==> src/icc_pkg.sv <==
/*
 Constants for the interleave correction control block.
 Assumes a byte-wide register port and one sample clock.
*/
package icc_pkg;
	// ----------------------------------------
	// Register offsets
	// ----------------------------------------
	localparam logic [12:0] ADDR_INDEX     = 13'h0010;
	localparam logic [12:0] ADDR_STATUS    = 13'h0030;
	localparam logic [12:0] ADDR_CTRL      = 13'h0031;
	localparam logic [12:0] ADDR_STATIC    = 13'h0032;
	localparam logic [12:0] ADDR_PDOWN     = 13'h004a;
	localparam logic [12:0] ADDR_THR_LO    = 13'h0050;
	localparam logic [12:0] ADDR_THR_HI    = 13'h0051;
	localparam logic [12:0] ADDR_HYST      = 13'h0052;
	localparam logic [12:0] ADDR_AC_HYST   = 13'h0055;
	localparam logic [12:0] ADDR_AC_THR_LO = 13'h014f;
	localparam logic [12:0] ADDR_AC_THR_HI = 13'h0150;
	localparam logic [7:0]  INDEX_AC       = 8'h80;
	// ----------------------------------------
	// Field positions
	// ----------------------------------------
	localparam int ST_LOWP     = 0;
	localparam int ST_LOWAC    = 1;
	localparam int ST_SETTLED  = 2;
	localparam int CTRL_RUN    = 0;
	localparam int CTRL_FREEZE = 1;
	localparam int CTRL_NO_OFS = 2;
	localparam int CTRL_NO_GN  = 3;
	localparam int CTRL_NO_SK  = 4;
	localparam int CTRL_NOTCH  = 5;
	localparam int STATIC_SKIP = 5;
	localparam int PD_ENGINE   = 0;
	localparam int PD_NOTCH    = 1;
	// ----------------------------------------
	// Reset values and steps
	// ----------------------------------------
	localparam logic [15:0] THR_RST    = 16'h1000;
	localparam logic [15:0] AC_THR_RST = 16'h1000;
	localparam logic [7:0]  REG_RST    = 8'h00;
	localparam logic [7:0]  ADJ_MID    = 8'h80;
	localparam logic [7:0]  STEP_CRS   = 8'h08;
	localparam logic [7:0]  STEP_FINE  = 8'h01;
	// ----------------------------------------
	// Timing
	// ----------------------------------------
	localparam int CLK_NS     = 100;
	localparam int METER_NS   = 1000;
	localparam int METER_CYC  = METER_NS / CLK_NS;
	localparam int AVG_N      = 8;
	localparam int AVG_SH     = $clog2(AVG_N);
	localparam int SETTLE_MS  = 1000;
	localparam int SETTLE_CYC = SETTLE_MS * 1000000 / CLK_NS;
	typedef enum logic {ST_TRACK, ST_HOLD} hold_e;
	typedef enum logic [1:0] {ENG_OFF, ENG_COARSE, ENG_FINE} eng_e;
endpackage

==> src/interleave_correction_control.sv <==
/*
 Control, status and freeze decision of the interleave correction engine.
 Assumes a decoded byte register port and 8-bit samples on clk_sys.
*/
`timescale 1ns/1ps
module interleave_correction_control #(
	parameter int SETTLE_CYCLES = icc_pkg::SETTLE_CYC
) (
	input  wire logic        clk_sys,       // Sample clock
	input  wire logic        rst,           // Async reset
	input  wire logic [12:0] reg_addr,      // Register address
	input  wire logic [7:0]  reg_wdata,     // Write data
	input  wire logic        reg_wr,        // Write strobe
	input  wire logic        reg_rd,        // Read strobe
	output logic      [7:0]  reg_rdata,     // Read data
	input  wire logic [7:0]  sample_in,     // Sample, two's complement
	output logic      [7:0]  offset_adj,    // Offset trim
	output logic      [7:0]  gain_adj,      // Gain trim
	output logic      [7:0]  skew_adj,      // Skew trim
	output logic             engine_active, // Engine running
	output logic             notch_active   // Notch in path
);
	// ----------------------------------------
	// Registers
	// ----------------------------------------
	logic [7:0] index_q, ctrl_q, static_q, pdown_q, hyst_q, ac_hyst_q;
	logic [7:0] static_lat_q, rdata_q, status;
	logic [15:0] thr_q, ac_thr_q;
	logic run_now, run_prev_q, start, frozen, upd, notch_on, per_end;

	function automatic logic hit(logic [12:0] a, logic [12:0] addr, logic wr);
		return wr && (addr == a);
	endfunction

	// Host writes; status is not writable
	always_ff @(posedge clk_sys or posedge rst)
		if (rst)
		begin
			index_q   <= icc_pkg::REG_RST;
			ctrl_q    <= icc_pkg::REG_RST;
			static_q  <= icc_pkg::REG_RST;
			pdown_q   <= icc_pkg::REG_RST;
			hyst_q    <= icc_pkg::REG_RST;
			ac_hyst_q <= icc_pkg::REG_RST;
			thr_q     <= icc_pkg::THR_RST;
			ac_thr_q  <= icc_pkg::AC_THR_RST;
		end
		else
		begin
			if (hit(icc_pkg::ADDR_INDEX, reg_addr, reg_wr))
				index_q <= reg_wdata;
			if (hit(icc_pkg::ADDR_CTRL, reg_addr, reg_wr))
				ctrl_q <= reg_wdata;
			if (hit(icc_pkg::ADDR_STATIC, reg_addr, reg_wr))
				static_q <= reg_wdata;
			if (hit(icc_pkg::ADDR_PDOWN, reg_addr, reg_wr))
				pdown_q <= reg_wdata;
			if (hit(icc_pkg::ADDR_THR_LO, reg_addr, reg_wr))
				thr_q[7:0] <= reg_wdata;
			if (hit(icc_pkg::ADDR_THR_HI, reg_addr, reg_wr))
				thr_q[15:8] <= reg_wdata;
			if (hit(icc_pkg::ADDR_HYST, reg_addr, reg_wr))
				hyst_q <= reg_wdata;
			if (hit(icc_pkg::ADDR_AC_HYST, reg_addr, reg_wr))
				ac_hyst_q <= reg_wdata;
			// Extended AC threshold only behind the index value
			if (index_q == icc_pkg::INDEX_AC)
			begin
				if (hit(icc_pkg::ADDR_AC_THR_HI, reg_addr, reg_wr))
					ac_thr_q[15:8] <= reg_wdata;
				if (hit(icc_pkg::ADDR_AC_THR_LO, reg_addr, reg_wr))
					ac_thr_q[7:0] <= reg_wdata;
			end
		end

	// ----------------------------------------
	// Run control
	// ----------------------------------------
	assign run_now  = ctrl_q[icc_pkg::CTRL_RUN] && !pdown_q[icc_pkg::PD_ENGINE];
	assign start    = run_now && !run_prev_q;
	assign frozen   = ctrl_q[icc_pkg::CTRL_FREEZE];
	assign upd      = run_now && !frozen;
	assign notch_on = ctrl_q[icc_pkg::CTRL_NOTCH] && !pdown_q[icc_pkg::PD_NOTCH];

	// Turn-on edge and static settings capture
	always_ff @(posedge clk_sys or posedge rst)
		if (rst)
		begin
			run_prev_q   <= 1'b0;
			static_lat_q <= icc_pkg::REG_RST;
		end
		else
		begin
			run_prev_q <= run_now;
			if (start)
				static_lat_q <= static_q;
		end

	// ----------------------------------------
	// Sample path
	// ----------------------------------------
	logic signed [11:0] x, x1_q, x2_q, y, hp, est;
	logic signed [12:0] nsum, diff;
	assign x    = $signed({sample_in, 4'h0});
	assign nsum = {x[11], x} + {x2_q[11], x2_q};
	assign diff = {x[11], x} - {x1_q[11], x1_q};
	assign y    = nsum[12:1];
	assign hp   = diff[12:1];
	assign est  = notch_on ? y : x;

	// Two-tap history, notch at a quarter of the rate
	always_ff @(posedge clk_sys or posedge rst)
		if (rst)
		begin
			x1_q <= '0;
			x2_q <= '0;
		end
		else
		begin
			x1_q <= x;
			x2_q <= x1_q;
		end

	function automatic logic [23:0] sq(logic signed [11:0] v);
		logic signed [23:0] p;
		p = v * v;
		return p;
	endfunction

	function automatic logic [15:0] mag(logic signed [11:0] v);
		return 16'(v[11] ? -13'(v) : 13'(v));
	endfunction

	// ----------------------------------------
	// Power meters
	// ----------------------------------------
	logic [3:0]  cnt_q;
	logic [26:0] acc_p_q, acc_ac_q;
	logic [23:0] avg_p, avg_ac;
	logic        sum_en;
	assign per_end = run_now && (cnt_q == 4'(icc_pkg::METER_CYC - 1));
	assign sum_en  = cnt_q < 4'(icc_pkg::AVG_N);
	assign avg_p   = 24'(acc_p_q >> icc_pkg::AVG_SH);
	assign avg_ac  = 24'(acc_ac_q >> icc_pkg::AVG_SH);

	// Squares summed over part of each period
	always_ff @(posedge clk_sys or posedge rst)
		if (rst)
		begin
			cnt_q    <= '0;
			acc_p_q  <= '0;
			acc_ac_q <= '0;
		end
		else if (!run_now || per_end)
		begin
			cnt_q    <= '0;
			acc_p_q  <= '0;
			acc_ac_q <= '0;
		end
		else
		begin
			cnt_q <= cnt_q + 4'h1;
			if (sum_en)
			begin
				acc_p_q  <= acc_p_q + 27'(sq(x));
				acc_ac_q <= acc_ac_q + 27'(sq(hp));
			end
		end

	function automatic icc_pkg::hold_e hold_next(icc_pkg::hold_e st, logic [23:0] avg,
		logic [15:0] thr, logic [7:0] hy);
		logic [24:0] t, th;
		t  = {5'h00, thr, 4'h0};
		th = t + {13'h0000, hy, 4'h0};
		case (st)
			icc_pkg::ST_TRACK: hold_next = ({1'b0, avg} < t) ? icc_pkg::ST_HOLD : st;
			icc_pkg::ST_HOLD:  hold_next = ({1'b0, avg} >= th) ? icc_pkg::ST_TRACK : st;
			default:           hold_next = icc_pkg::ST_TRACK;
		endcase
	endfunction

	// Track/Hold decisions once per period
	icc_pkg::hold_e rms_st_q, ac_st_q;
	always_ff @(posedge clk_sys or posedge rst)
		if (rst)
		begin
			rms_st_q <= icc_pkg::ST_TRACK;
			ac_st_q  <= icc_pkg::ST_TRACK;
		end
		else if (start)
		begin
			rms_st_q <= icc_pkg::ST_TRACK;
			ac_st_q  <= icc_pkg::ST_TRACK;
		end
		else if (per_end)
		begin
			rms_st_q <= hold_next(rms_st_q, avg_p, thr_q, hyst_q);
			ac_st_q  <= hold_next(ac_st_q, avg_ac, ac_thr_q, ac_hyst_q);
		end

	// ----------------------------------------
	// Engine sequence and settling
	// ----------------------------------------
	icc_pkg::eng_e eng_q;
	always_ff @(posedge clk_sys or posedge rst)
		if (rst)
			eng_q <= icc_pkg::ENG_OFF;
		else
			case (eng_q)
				icc_pkg::ENG_OFF:
					if (start)
						eng_q <= static_q[icc_pkg::STATIC_SKIP] ? icc_pkg::ENG_FINE
							: icc_pkg::ENG_COARSE;
				icc_pkg::ENG_COARSE:
					if (!run_now)
						eng_q <= icc_pkg::ENG_OFF;
					else if (per_end && upd)
						eng_q <= icc_pkg::ENG_FINE;
				icc_pkg::ENG_FINE:
					if (!run_now)
						eng_q <= icc_pkg::ENG_OFF;
				default:
					eng_q <= icc_pkg::ENG_OFF;
			endcase

	logic [29:0] settle_q;
	logic        settled_q;
	// Settling time restarts at each turn-on
	always_ff @(posedge clk_sys or posedge rst)
		if (rst)
		begin
			settle_q  <= '0;
			settled_q <= 1'b0;
		end
		else if (start)
		begin
			settle_q  <= '0;
			settled_q <= 1'b0;
		end
		else if (upd && !settled_q)
		begin
			if (settle_q == 30'(SETTLE_CYCLES - 1))
				settled_q <= 1'b1;
			else
				settle_q <= settle_q + 30'h1;
		end

	// ----------------------------------------
	// Mismatch estimates and trims
	// ----------------------------------------
	logic               phase_q, gn_ok, sk_ok;
	logic signed [15:0] ofs_e_q, gn_e_q, sk_e_q;
	assign gn_ok = rms_st_q == icc_pkg::ST_TRACK;
	assign sk_ok = gn_ok && (ac_st_q == icc_pkg::ST_TRACK);

	// Odd samples come from the non-reference core
	always_ff @(posedge clk_sys or posedge rst)
		if (rst)
		begin
			phase_q <= 1'b0;
			ofs_e_q <= '0;
			gn_e_q  <= '0;
			sk_e_q  <= '0;
		end
		else if (!run_now || per_end)
		begin
			phase_q <= 1'b0;
			ofs_e_q <= '0;
			gn_e_q  <= '0;
			sk_e_q  <= '0;
		end
		else
		begin
			phase_q <= !phase_q;
			if (upd && sum_en)
			begin
				ofs_e_q <= phase_q ? ofs_e_q - 16'(est) : ofs_e_q + 16'(est);
				if (gn_ok)
					gn_e_q <= phase_q ? gn_e_q - mag(est) : gn_e_q + mag(est);
				if (sk_ok)
					sk_e_q <= phase_q ? sk_e_q - mag(hp) : sk_e_q + mag(hp);
			end
		end

	function automatic logic [7:0] trim(logic [7:0] adj, logic signed [15:0] err,
		logic [7:0] step);
		trim = adj;
		if (err > 0)
			trim = (adj > 8'hff - step) ? 8'hff : adj + step;
		else if (err < 0)
			trim = (adj < step) ? 8'h00 : adj - step;
	endfunction

	logic [7:0] ofs_q, gn_q, sk_q, step;
	assign step = (eng_q == icc_pkg::ENG_COARSE) ? icc_pkg::STEP_CRS : icc_pkg::STEP_FINE;

	// Trims move once per period while allowed
	always_ff @(posedge clk_sys or posedge rst)
		if (rst)
		begin
			ofs_q <= icc_pkg::ADJ_MID;
			gn_q  <= icc_pkg::ADJ_MID;
			sk_q  <= icc_pkg::ADJ_MID;
		end
		else if (start)
		begin
			ofs_q <= icc_pkg::ADJ_MID;
			gn_q  <= icc_pkg::ADJ_MID;
			sk_q  <= icc_pkg::ADJ_MID;
		end
		else if (per_end && upd && eng_q != icc_pkg::ENG_OFF)
		begin
			if (!ctrl_q[icc_pkg::CTRL_NO_OFS])
				ofs_q <= trim(ofs_q, ofs_e_q, step);
			if (!ctrl_q[icc_pkg::CTRL_NO_GN] && gn_ok)
				gn_q <= trim(gn_q, gn_e_q, step);
			if (!ctrl_q[icc_pkg::CTRL_NO_SK] && sk_ok)
				sk_q <= trim(sk_q, sk_e_q, step);
		end

	// ----------------------------------------
	// Read path and outputs
	// ----------------------------------------
	always_comb
	begin
		status = 8'h00;
		status[icc_pkg::ST_LOWP]    = rms_st_q == icc_pkg::ST_HOLD;
		status[icc_pkg::ST_LOWAC]   = ac_st_q == icc_pkg::ST_HOLD;
		status[icc_pkg::ST_SETTLED] = settled_q;
	end

	// Registered read, unmapped reads zero
	always_ff @(posedge clk_sys or posedge rst)
		if (rst)
			rdata_q <= 8'h00;
		else if (reg_rd)
			case (reg_addr)
				icc_pkg::ADDR_INDEX:   rdata_q <= index_q;
				icc_pkg::ADDR_STATUS:  rdata_q <= status;
				icc_pkg::ADDR_CTRL:    rdata_q <= ctrl_q;
				icc_pkg::ADDR_STATIC:  rdata_q <= static_q;
				icc_pkg::ADDR_PDOWN:   rdata_q <= pdown_q;
				icc_pkg::ADDR_THR_LO:  rdata_q <= thr_q[7:0];
				icc_pkg::ADDR_THR_HI:  rdata_q <= thr_q[15:8];
				icc_pkg::ADDR_HYST:    rdata_q <= hyst_q;
				icc_pkg::ADDR_AC_HYST: rdata_q <= ac_hyst_q;
				default:               rdata_q <= 8'h00;
			endcase

	assign reg_rdata     = rdata_q;
	assign offset_adj    = ofs_q;
	assign gain_adj      = gn_q;
	assign skew_adj      = sk_q;
	assign engine_active = eng_q != icc_pkg::ENG_OFF;
	assign notch_active  = notch_on;
endmodule

==> config.mk <==
export PLATFORM = sky130hd
export DESIGN_NAME = interleave_correction_control
export DESIGN_NICKNAME = d
export VERILOG_FILES = /design/src/icc_pkg.sv /design/src/interleave_correction_control.sv
export SDC_FILE = /design/constraint.sdc
export NUM_CORES = 1
export LEC_CHECK = 0
export BUFFER_PORTS_ARGS = -buffer_cell sky130_fd_sc_hd__buf_2
export CAP_MARGIN = 20
export CORE_MARGIN = 3
export CORE_UTILIZATION = 45
export CTS_CLUSTER_DIAMETER = 50
export CTS_CLUSTER_SIZE = 12
export DETAILED_ROUTE_END_ITERATION = 7
export HOLD_SLACK_MARGIN = 0.02
export PLACE_DENSITY_LB_ADDON = 0.1
export SKIP_LAST_GASP = 1
export SLEW_MARGIN = 10
export SYNTH_ARGS = -nofsm -noshare
export SYNTH_HDL_FRONTEND = slang
export SYNTH_SLANG_ARGS = --single-unit
==> constraint.sdc <==
create_clock -name clk_sys -period 15.38 [get_ports clk_sys]
set_clock_uncertainty 0.1 [all_clocks]
set_input_delay 0.769 -clock clk_sys [delete_from_list [all_inputs] [get_ports clk_sys]]
set_output_delay 0.769 -clock clk_sys [all_outputs]
set_load 0.05 [all_outputs]
==> results of run 1 <==
-- cells in the mapped netlist, types with 63 or more instances --
cell type                  count  area share
sky130_fd_sc_hd__mux2_2       77       0.037
sky130_fd_sc_hd__clkbuf_1     69       0.011
sky130_fd_sc_hd__o21ai_0     120       0.025
sky130_fd_sc_hd__inv_1       240       0.038
sky130_fd_sc_hd__fa_1        111       0.094
sky130_fd_sc_hd__dfrtp_1     243        0.26
sky130_fd_sc_hd__nor2_1      245       0.039
sky130_fd_sc_hd__nor3_1       63       0.013
sky130_fd_sc_hd__xnor2_1     137       0.051
sky130_fd_sc_hd__nand3_1      74       0.016
sky130_fd_sc_hd__xor2_1       63       0.023
sky130_fd_sc_hd__ha_1        272        0.14
sky130_fd_sc_hd__a21oi_1     145       0.031
sky130_fd_sc_hd__nand2_1     199       0.032
-- state kept, by name, summed over array words and instances (netlist names), 13 cells and up --
register  cells
settle_q     30
acc_ac_q     21
acc_p_q      19
ac_thr_q     16
thr_q        16
gn_e_q       13
ofs_e_q      13
sk_e_q       13
-- per-layer routing --
metal  share of wire  vias up  wire length (um)  track usage
met5               0        -                 0            0
met4           0.022        0              1340       0.0548
met3           0.047       75              2790       0.0362
met2            0.45      318             27100        0.346
met1            0.48     9198             28500        0.300
li1                -     9295                 -            -
-- per-stage QoR --
stage / hold WS (ns) / power, mW
2_1_floorplan: 0.254 / 3.70
5_1_grt: 0.280 / 5.94
6_report: 0.273 / 5.36
3_3_place_gp: 0.259 / 4.32
3_5_place_dp: 0.264 / 4.43
4_1_cts: 0.276 / 5.41
-- power groups by stage --
stage                     logic [mW]  clock network [mW]  registers, mW
after floorplan                 3.03                   0          0.673
after global placement          3.65                   0          0.672
after detailed placement        3.76                   0          0.672
after CTS                       3.79               0.962          0.661
after global routing            4.29               0.987          0.661
final                           3.76               0.937          0.661
-- cell type report --
type | count | area (um^2)
flip-flops and latches | 248 | 6210
clock inverters | 25 | 289
fillers | 4850 | 25700
inverters | 249 | 950
clock buffers | 48 | 1090
repair buffers | 81 | 440
well taps | 680 | 851
multi-input cells | 2057 | 16200
-- worst register-to-register path: cells and delay by family, from the launching register on --
family | cells | cell delay (ns)
simple gates | 6 | 0.68
xor+xnor | 2 | 0.29
fa+ha+maj | 9 | 3.70
buf+inv | 3 | 0.49
compound gates | 10 | 2.64
flops | 1 | 0.34
-- cell families (layout without fill, tap and decap cells) --
group	count (synthesis)	in the layout	share of synthesized area
buffers and inverters	333	403	0.0537
flip-flops	248	248	0.263
multiplexers	92	92	0.0435
adder cells (fa/ha/maj)	383	383	0.238
AO/OA/AOI/OAI	562	562	0.156
AND/OR/NAND/NOR	814	814	0.167
XOR/XNOR	206	206	0.0796
-- final timing paths --
kind | startpoint | endpoint | slack, ns | cells after the start
min reg2reg | x1_q[7] | x2_q[7] | 0.27 | 0
max reg2reg | x1_q[4] | acc_ac_q[26] | 7.01 | 30
min in group clk_sys | x1_q[7] | x2_q[7] | 0.27 | 0
max in group asynchronous | rst | cnt_q[3] | 13.31 | 3
min | rst | settle_q[29] | 0.27 | 2
max | sample_in[0] | acc_ac_q[26] | 6.81 | 32
-- cell usage in the layout (no fill, tap or decap), drive strengths merged, types with 19 or more instances in the layout --
cell type and n:
a211oi 22, a21o 39, a21oi 147, a31oi 30
and2 22, and3 24, buf 81, clkbuf 48
dfrtp 243, fa 111, ha 272, inv 259
mux2 77, nand2 199, nand2b 36, nand3 74
nand4 27, nor2 247, nor2b 28, nor3 67
nor3b 19, nor4 20, o21a 35, o21ai 127
o21bai 27, o31ai 19, xnor2 141, xor2 65
==> reports/qor.json, run 1 <==
{
  "clkLatencyLatePin_ns": 0.58,
  "power_switching_mw": 2.44,
  "crit_path_time_final_ns": 8.57,
  "post_cts.resized_instances": 0,
  "setup_viol": 0,
  "clkPwrFrac": 0.175,
  "fraction_of_layout_cells_with_a_size_suffix_above_1": 0.105,
  "maximum_number_of_pins_on_one_net_before_global_route_repair": 129,
  "synth-seq-area-share": 0.263,
  "holdBufCountCts": 0,
  "cts_setup_buffers": 0,
  "core_area_um2": 51700,
  "clock_path_buffers": 3,
  "die_h_um": 235,
  "boundaryPins": 67,
  "crit_path_max_incr_delay_ns": 0.84,
  "core.rowCount": 83,
  "first_iter_violations": 1198,
  "path_class": "primary input to flop",
  "setup.worst_path.start_class": "primary input",
  "power_per_cell_area_nw_per_um2": 206,
  "cts_buffers": 40,
  "critPathMostFrequentCell": "sky130_fd_sc_hd__fa_1",
  "via_count_of_the_first_global_routing_pass": 19064,
  "max-cap-violations": 0,
  "postLayoutCellArea_um2": 26000,
  "grt_remaining_overflow": 0,
  "cts_tree": "yes",
  "power_report.internal_total_mw": 2.92,
  "finalWirelength_um": 59700,
  "worstSetupEndpointType": "flop",
  "synth.net_count": 3054,
  "die-area_um2": 55400,
  "cp.buffers_inverters": 5,
  "port_buffer_count": 66,
  "power.share.sequential": 0.123,
  "cts_root_buf": "sky130_fd_sc_hd__clkbuf_16",
  "finalNetCount": 3093,
  "placed_cell_area_um2": 24600,
  "run_status": "finished clean",
  "diodes": 0,
  "routed-via-count": 18886,
  "netSwitchingFraction": 0.456,
  "global_route.usage.total": 0.215,
  "htree_num_levels": 2,
  "synth_cells": 2638,
  "synth.cell_area_um2": 23700,
  "setup_tns_ns": 0,
  "critical-path-top-delay-family": "adder cells",
  "initial_utilization": 0.457,
  "ant_nets_after_route": 0,
  "numClockSinks": 248,
  "rsz0062_at_grt": "no",
  "final.setup.worst_slack_ns": 6.81,
  "synth-seq-cells": 248,
  "worst-endpoint-arrival_ns": 8.91,
  "drcViolationCount": 0,
  "final_report_max_slew_violation_count": 0,
  "synthDistinctLibCells": 98,
  "synth_warnings": 0,
  "synthesis.area_per_instance_um2": 8.97,
  "preCtsSetupSlack_ns": 6.28,
  "critPathMaxFanout": 23,
  "detail_route.wl_per_cell_um": 17.6,
  "detail_route.first_pass.iterations": 6,
  "synth_enable_flop_cells": 0,
  "period_share": 0.557,
  "final_core_util": 0.503,
  "timing.critical_path.slowest_stage_cell": "sky130_fd_sc_hd__o31ai_4",
  "flow.area_growth_from_synthesis_pct": 9.98,
  "timing_hold_violations_final": 0,
  "dp.final_hpwl_um": 45300,
  "ys_dominant_reg_cell": "sky130_fd_sc_hd__dfrtp_1",
  "min-delay-path-class": "primary input to async pin",
  "worst_slew_pin_slew_ns": 1.06,
  "wire_length_of_the_first_global_routing_pass_um": 98600,
  "die_w_um": 235,
  "grt_antenna_before_repair": 0,
  "async_flop_share": 1.00,
  "max_freq_mhz": 117,
  "leakage_nw": 12.6,
  "cp_data_required_time_ns": 15.72,
  "finalNonFillerCells": 3388,
  "vdd_ir_drop_max_uv": 311,
  "placedCellCount": 3314,
  "clk_pin_slew_worst_paths_ns": 0.06,
  "via_per_inst": 5.57,
  "finalWeightedCongestion": 0.874,
  "maxSlewHeadroom": 0.290,
  "combinationalPowerShare": 0.702
}
Note: power is estimated with default switching activity, not from simulation.
==> inputs of run 2 (changes only) <==
clock period = 9 ns   (was 15.38 ns; I/O delays follow)
==> reports/qor.json, run 2 (synthesis gave the netlist of run 1 again) <==
{
  "run_status": "finished clean",
  "grt_antenna_before_repair": 0,
  "finalWirelength_um": 59600,
  "finalNetCount": 3098,
  "wire_length_of_the_first_global_routing_pass_um": 98800,
  "core.rowCount": 83,
  "cts_buffers": 39,
  "final_report_max_slew_violation_count": 0,
  "final.setup.worst_slack_ns": 0.665,
  "htree_num_levels": 2,
  "vdd_ir_drop_max_uv": 612,
  "cts_root_buf": "sky130_fd_sc_hd__clkbuf_16",
  "initial_utilization": 0.457,
  "first_iter_violations": 1173,
  "leakage_nw": 12.6,
  "flow.area_growth_from_synthesis_pct": 10.1,
  "registers.top_by_ff_count": "settle_q",
  "dp.final_hpwl_um": 45500,
  "ant_nets_after_route": 0,
  "finalWeightedCongestion": 0.878,
  "cp_data_required_time_ns": 9.30,
  "worstSetupEndpointType": "flop",
  "setup.worst_path.start_class": "primary input",
  "path_class": "primary input to flop",
  "routed-via-count": 18973,
  "critPathMostFrequentCell": "sky130_fd_sc_hd__inv_1",
  "boundaryPins": 67,
  "maximum_number_of_pins_on_one_net_before_global_route_repair": 90,
  "worst-endpoint-arrival_ns": 8.63,
  "flip_flop_count_of_the_largest_register_all_copies_and_words_added": 30,
  "detail_route.first_pass.iterations": 6,
  "core_area_um2": 51700,
  "grt_remaining_overflow": 0,
  "critical-path-top-delay-family": "adder cells",
  "cp.buffers_inverters": 7,
  "crit_path_max_incr_delay_ns": 0.62,
  "max_freq_mhz": 120,
  "timing_hold_violations_final": 0,
  "preCtsSetupSlack_ns": 0.659,
  "min-delay-path-class": "primary input to flop",
  "postLayoutCellArea_um2": 26000,
  "clock_path_buffers": 3,
  "layout.cells.most_common_list": "272 x sky130_fd_sc_hd__ha_1, 244 x sky130_fd_sc_hd__nor2_1, 242 x sky130_fd_sc_hd__dfrtp_1, 239 x sky130_fd_sc_hd__inv_1, 199 x sky130_fd_sc_hd__nand2_1",
  "max-cap-violations": 0,
  "die_w_um": 235,
  "via_count_of_the_first_global_routing_pass": 19133,
  "numClockSinks": 248,
  "port_buffer_count": 66,
  "setup_tns_ns": 0,
  "placed_cell_area_um2": 24600,
  "die-area_um2": 55400,
  "clkLatencyLatePin_ns": 0.56,
  "global_route.usage.total": 0.214,
  "fraction_of_layout_cells_with_a_size_suffix_above_1": 0.105,
  "leading_cell_type_in_the_layout_fill_and_taps_excluded": "sky130_fd_sc_hd__ha_1",
  "power_per_cell_area_nw_per_um2": 352,
  "diodes": 0,
  "setup_viol": 0,
  "worst_slew_pin_slew_ns": 1.06,
  "period_share": 0.926,
  "maxSlewHeadroom": 0.294,
  "clk_pin_slew_worst_paths_ns": 0.05,
  "design_power_total_mw": 9.15,
  "rsz0062_at_grt": "no",
  "die_h_um": 235,
  "timing.critical_path.slowest_stage_cell": "sky130_fd_sc_hd__fa_1",
  "drcViolationCount": 0,
  "cts_tree": "yes",
  "via_per_inst": 5.59,
  "final_core_util": 0.503,
  "biggestRegsByFlops": "settle_q: 30 flops, acc_ac_q: 21 flops, acc_p_q: 19 flops",
  "crit_path_time_final_ns": 8.34,
  "detail_route.wl_per_cell_um": 17.6,
  "critPathMaxFanout": 13
}
run 2: changes by cell type in the layout (fill, tap and decap cells not counted), sizes merged:
cell         change
clkinv           +3
buf              +2
clkinvlp         -2
dlygate4sd3      +2
inv              -2
bufinv           +1
run 2: where the power goes:
part	total, mW	switching, mW	internal [mW]
clock network	1.56	0.606	0.957
registers	1.13	0.00633	1.12
logic	6.46	3.56	2.90
run 2: path summary, 6_finish.rpt:
kind | slack [ns] | start | depth (start not counted) | to
min reg2reg | 0.28 | x1_q[9] | 0 | x2_q[9]
max reg2reg | 0.98 | x1_q[5] | 34 | acc_ac_q[23]
max in group asynchronous | 6.53 | rst | 5 | cnt_q[1]
min | 0.09 | sample_in[3] | 1 | x1_q[7]
min in group asynchronous | 0.42 | rst | 3 | settle_q[29]
max | 0.66 | sample_in[0] | 36 | acc_ac_q[23]
run 2: area by class of cell:
class                   instances  area (um^2)
clock buffers                  46         1030
clock inverters                25          305
fillers                      4847        25700
inverters                     249          950
multi-input cells            2057        16200
flip-flops and latches        248         6210
well taps                     680          851
repair buffers                 87          502
run 2: metrics by stage:
| stage | hold slack, ns | instances |
|---|---|---|
| floorplan | 0.254 | 2638 |
| global placement | 0.258 | 3313 |
| detailed placement | 0.268 | 3314 |
| CTS | 0.0524 | 3387 |
| global route | 0.0676 | 3392 |
| finish | 0.0875 | 3392 |
run 2: routing by layer:
metal / vias up / GRT usage / part of all wire
met5: - / 0 / 0
met3: 68 / 0.0294 / 0.039
met2: 313 / 0.354 / 0.46
met1: 9284 / 0.302 / 0.49
met4: 0 / 0.0424 / 0.015
li1: 9308 / - / -
run 2: timing repair:
item                                   4_1_cts  5_1_grt
hold buffers                                 2        0
gates resized for setup                      0        0
buffers inserted                             0        0
setup endpoints to repair                    0        0
endpoints found under the hold margin       87        0
run 2: worst reg2reg max path, delay by kind of cell (launching register included):
kind,cells,cell delay (ns)
xor+xnor,3,0.90
compound gates,11,1.74
flops,1,0.34
buf+inv,5,0.60
fa+ha+maj,8,3.34
simple gates,7,0.84
==> inputs of run 3 (changes only) <==
ABC_AREA = 1   (was default)
==> reports/qor.json, run 3 <==
{
  "run_status": "finished clean",
  "die_h_um": 236,
  "placed_cell_area_um2": 24700,
  "crit_path_max_incr_delay_ns": 0.55,
  "cts_tree": "yes",
  "worst_slew_pin_slew_ns": 1.01,
  "synthDistinctLibCells": 73,
  "endpoint_of_the_worst_register_to_register_path": "acc_ac_q[25]",
  "setup.worst_path.start_class": "flop",
  "synthTopCellsByCount": "657 x sky130_fd_sc_hd__nand2_1, 476 x sky130_fd_sc_hd__inv_1, 272 x sky130_fd_sc_hd__ha_1, 257 x sky130_fd_sc_hd__o21ai_0, 243 x sky130_fd_sc_hd__dfrtp_1",
  "design_power_total_mw": 9.19,
  "path_class": "flop to flop",
  "diodes": 0,
  "clk_pin_slew_worst_paths_ns": 0.06,
  "boundaryPins": 67,
  "finalWirelength_um": 61300,
  "clock_path_buffers": 3,
  "synth-seq-area-share": 0.262,
  "synth.net_count": 3520,
  "maximum_number_of_pins_on_one_net_before_global_route_repair": 103,
  "global_route.usage.total": 0.221,
  "n_fill_cell": 5098,
  "leakage_nw": 13.4,
  "synth_top_area_frac": 0.256,
  "numClockSinks": 248,
  "post-synth-top-count-cell": "sky130_fd_sc_hd__nand2_1",
  "timing.critical_path.slowest_stage_cell": "sky130_fd_sc_hd__fa_1",
  "final_core_util": 0.505,
  "synth-seq-cells": 248,
  "synth.cell_area_um2": 23700,
  "cp.buffers_inverters": 3,
  "synth_largest_area_cell": "sky130_fd_sc_hd__dfrtp_1",
  "core_area_um2": 51700,
  "grt_remaining_overflow": 0,
  "detail_route.first_pass.iterations": 5,
  "setup_tns_ns": 0,
  "critical-path-top-delay-family": "adder cells",
  "finalWeightedCongestion": 0.938,
  "critical_path.reg2reg.startpoint": "x1_q[4]",
  "cts_root_buf": "sky130_fd_sc_hd__clkbuf_16",
  "drcViolationCount": 0,
  "min-delay-path-class": "primary input to flop",
  "max_freq_mhz": 131,
  "core.rowCount": 83,
  "rrSetupSlack_ns": 1.35,
  "critPathMaxFanout": 10,
  "synthesis.area_per_instance_um2": 7.64,
  "multi_input_comb_area_um2": 15400,
  "die_w_um": 236,
  "worstSetupEndpointType": "flop",
  "hold_path_depth": 1,
  "r2r.worst_path.cells": 39,
  "postLayoutCellArea_um2": 26100,
  "registers.top_by_ff_count": "settle_q",
  "ant_nets_after_route": 0,
  "worst_hold_slack_ns": 0.0731,
  "htree_num_levels": 2,
  "synth_enable_flop_cells": 0,
  "yosys-top-cells-area": "sky130_fd_sc_hd__dfrtp_1 26%, sky130_fd_sc_hd__ha_1 14%, sky130_fd_sc_hd__nand2_1 10%",
  "synth_cells": 3104,
  "via_per_inst": 5.33,
  "setup_viol": 0,
  "clkLatencyLatePin_ns": 0.58,
  "holdBufCountCts": 1,
  "synth_warnings": 0,
  "cp_data_required_time_ns": 9.41,
  "cts_setup_buffers": 0,
  "flip_flop_count_of_the_largest_register_all_copies_and_words_added": 30,
  "ys_dominant_reg_cell": "sky130_fd_sc_hd__dfrtp_1",
  "crit_path_time_final_ns": 7.65,
  "fraction_of_layout_cells_with_a_size_suffix_above_1": 0.0761,
  "die-area_um2": 55500,
  "via_count_of_the_first_global_routing_pass": 20289,
  "period_share": 0.850,
  "power_per_cell_area_nw_per_um2": 351,
  "worst-endpoint-arrival_ns": 8.06,
  "post_cts.resized_instances": 0,
  "wire_length_of_the_first_global_routing_pass_um": 102000,
  "max-cap-violations": 0,
  "maxSlewHeadroom": 0.328,
  "detail_route.wl_per_cell_um": 15.8,
  "hold-path-endpoint": "x1_q[7]",
  "finalNetCount": 3586,
  "hp-start": "sample_in[3]",
  "first_iter_violations": 1183,
  "final_report_max_slew_violation_count": 0,
  "cts_buffers": 43,
  "rsz0062_at_grt": "no",
  "critPathMostFrequentCell": "sky130_fd_sc_hd__a21oi_1",
  "async_flop_share": 1.00,
  "grt_antenna_before_repair": 0,
  "ff_latch_area_um2": 6210,
  "leading_cell_type_in_the_layout_fill_and_taps_excluded": "sky130_fd_sc_hd__nand2_1",
  "initial_utilization": 0.459,
  "vdd_ir_drop_max_uv": 640,
  "layout.cells.most_common_list": "657 x sky130_fd_sc_hd__nand2_1, 475 x sky130_fd_sc_hd__inv_1, 272 x sky130_fd_sc_hd__ha_1, 257 x sky130_fd_sc_hd__o21ai_0, 243 x sky130_fd_sc_hd__dfrtp_1",
  "timing_hold_violations_final": 0,
  "biggestRegsByFlops": "settle_q: 30 flops, acc_ac_q: 21 flops, acc_p_q: 19 flops",
  "dp.final_hpwl_um": 48100,
  "flow.area_growth_from_synthesis_pct": 10.2,
  "routed-via-count": 20702,
  "port_buffer_count": 66
}
run 3: final cells by class:
cell class	instances	share of cell area
Timing Repair Buffer	74	0.0150
Clock buffer	56	0.0446
Clock inverter	24	0.00862
Sequential cell	248	0.238
Inverter	491	0.0709
Multi-Input combinational cell	2312	0.591
Tap cell	680	0.0325
run 3: how the worst max path moves through the flow:
stage | slack, ns | startpoint | endpoint | depth (start not counted)
after floorplan | 1.44 | sample_in[0] | acc_ac_q[25] | 39
after global placement | 1.08 | sample_in[0] | acc_ac_q[26] | 39
after detailed placement | 0.89 | sample_in[0] | acc_ac_q[25] | 41
after CTS | 1.34 | x1_q[4] | acc_ac_q[25] | 39
after global routing | 0.60 | x1_q[4] | acc_ac_q[25] | 39
final | 1.35 | x1_q[4] | acc_ac_q[25] | 39
run 3: where the power goes:
group / switching, mW / internal (mW) / total, mW
clock network: 0.623 / 0.962 / 1.58
logic: 4.02 / 2.46 / 6.47
registers: 0.00643 / 1.12 / 1.13
run 3: kinds of logic (layout without fill, tap and decap cells):
kind of cell | after synthesis | in the layout | share of synthesized area
AO/OA/AOI/OAI | 592 | 592 | 0.144
XOR/XNOR | 123 | 123 | 0.0468
adder cells (fa/ha/maj) | 383 | 383 | 0.237
buffers and inverters | 544 | 645 | 0.0875
flip-flops | 248 | 248 | 0.262
multiplexers | 6 | 6 | 0.00285
AND/OR/NAND/NOR | 1208 | 1208 | 0.220
run 3: layer usage:
layer  track usage  vias to the layer above  share of wire
met4        0.0546                        0          0.019
li1              -                    10387              -
met5             0                        -              0
met2         0.364                      419           0.46
met3        0.0296                       67          0.050
met1         0.309                     9829           0.47
run 3: per-stage QoR:
step           instances  setup slack (ns)
2_1_floorplan       3104              1.44
3_3_place_gp        3804              1.08
3_5_place_dp        3804             0.894
4_1_cts             3885              1.34
5_1_grt             3885             0.603
6_report            3885              1.35
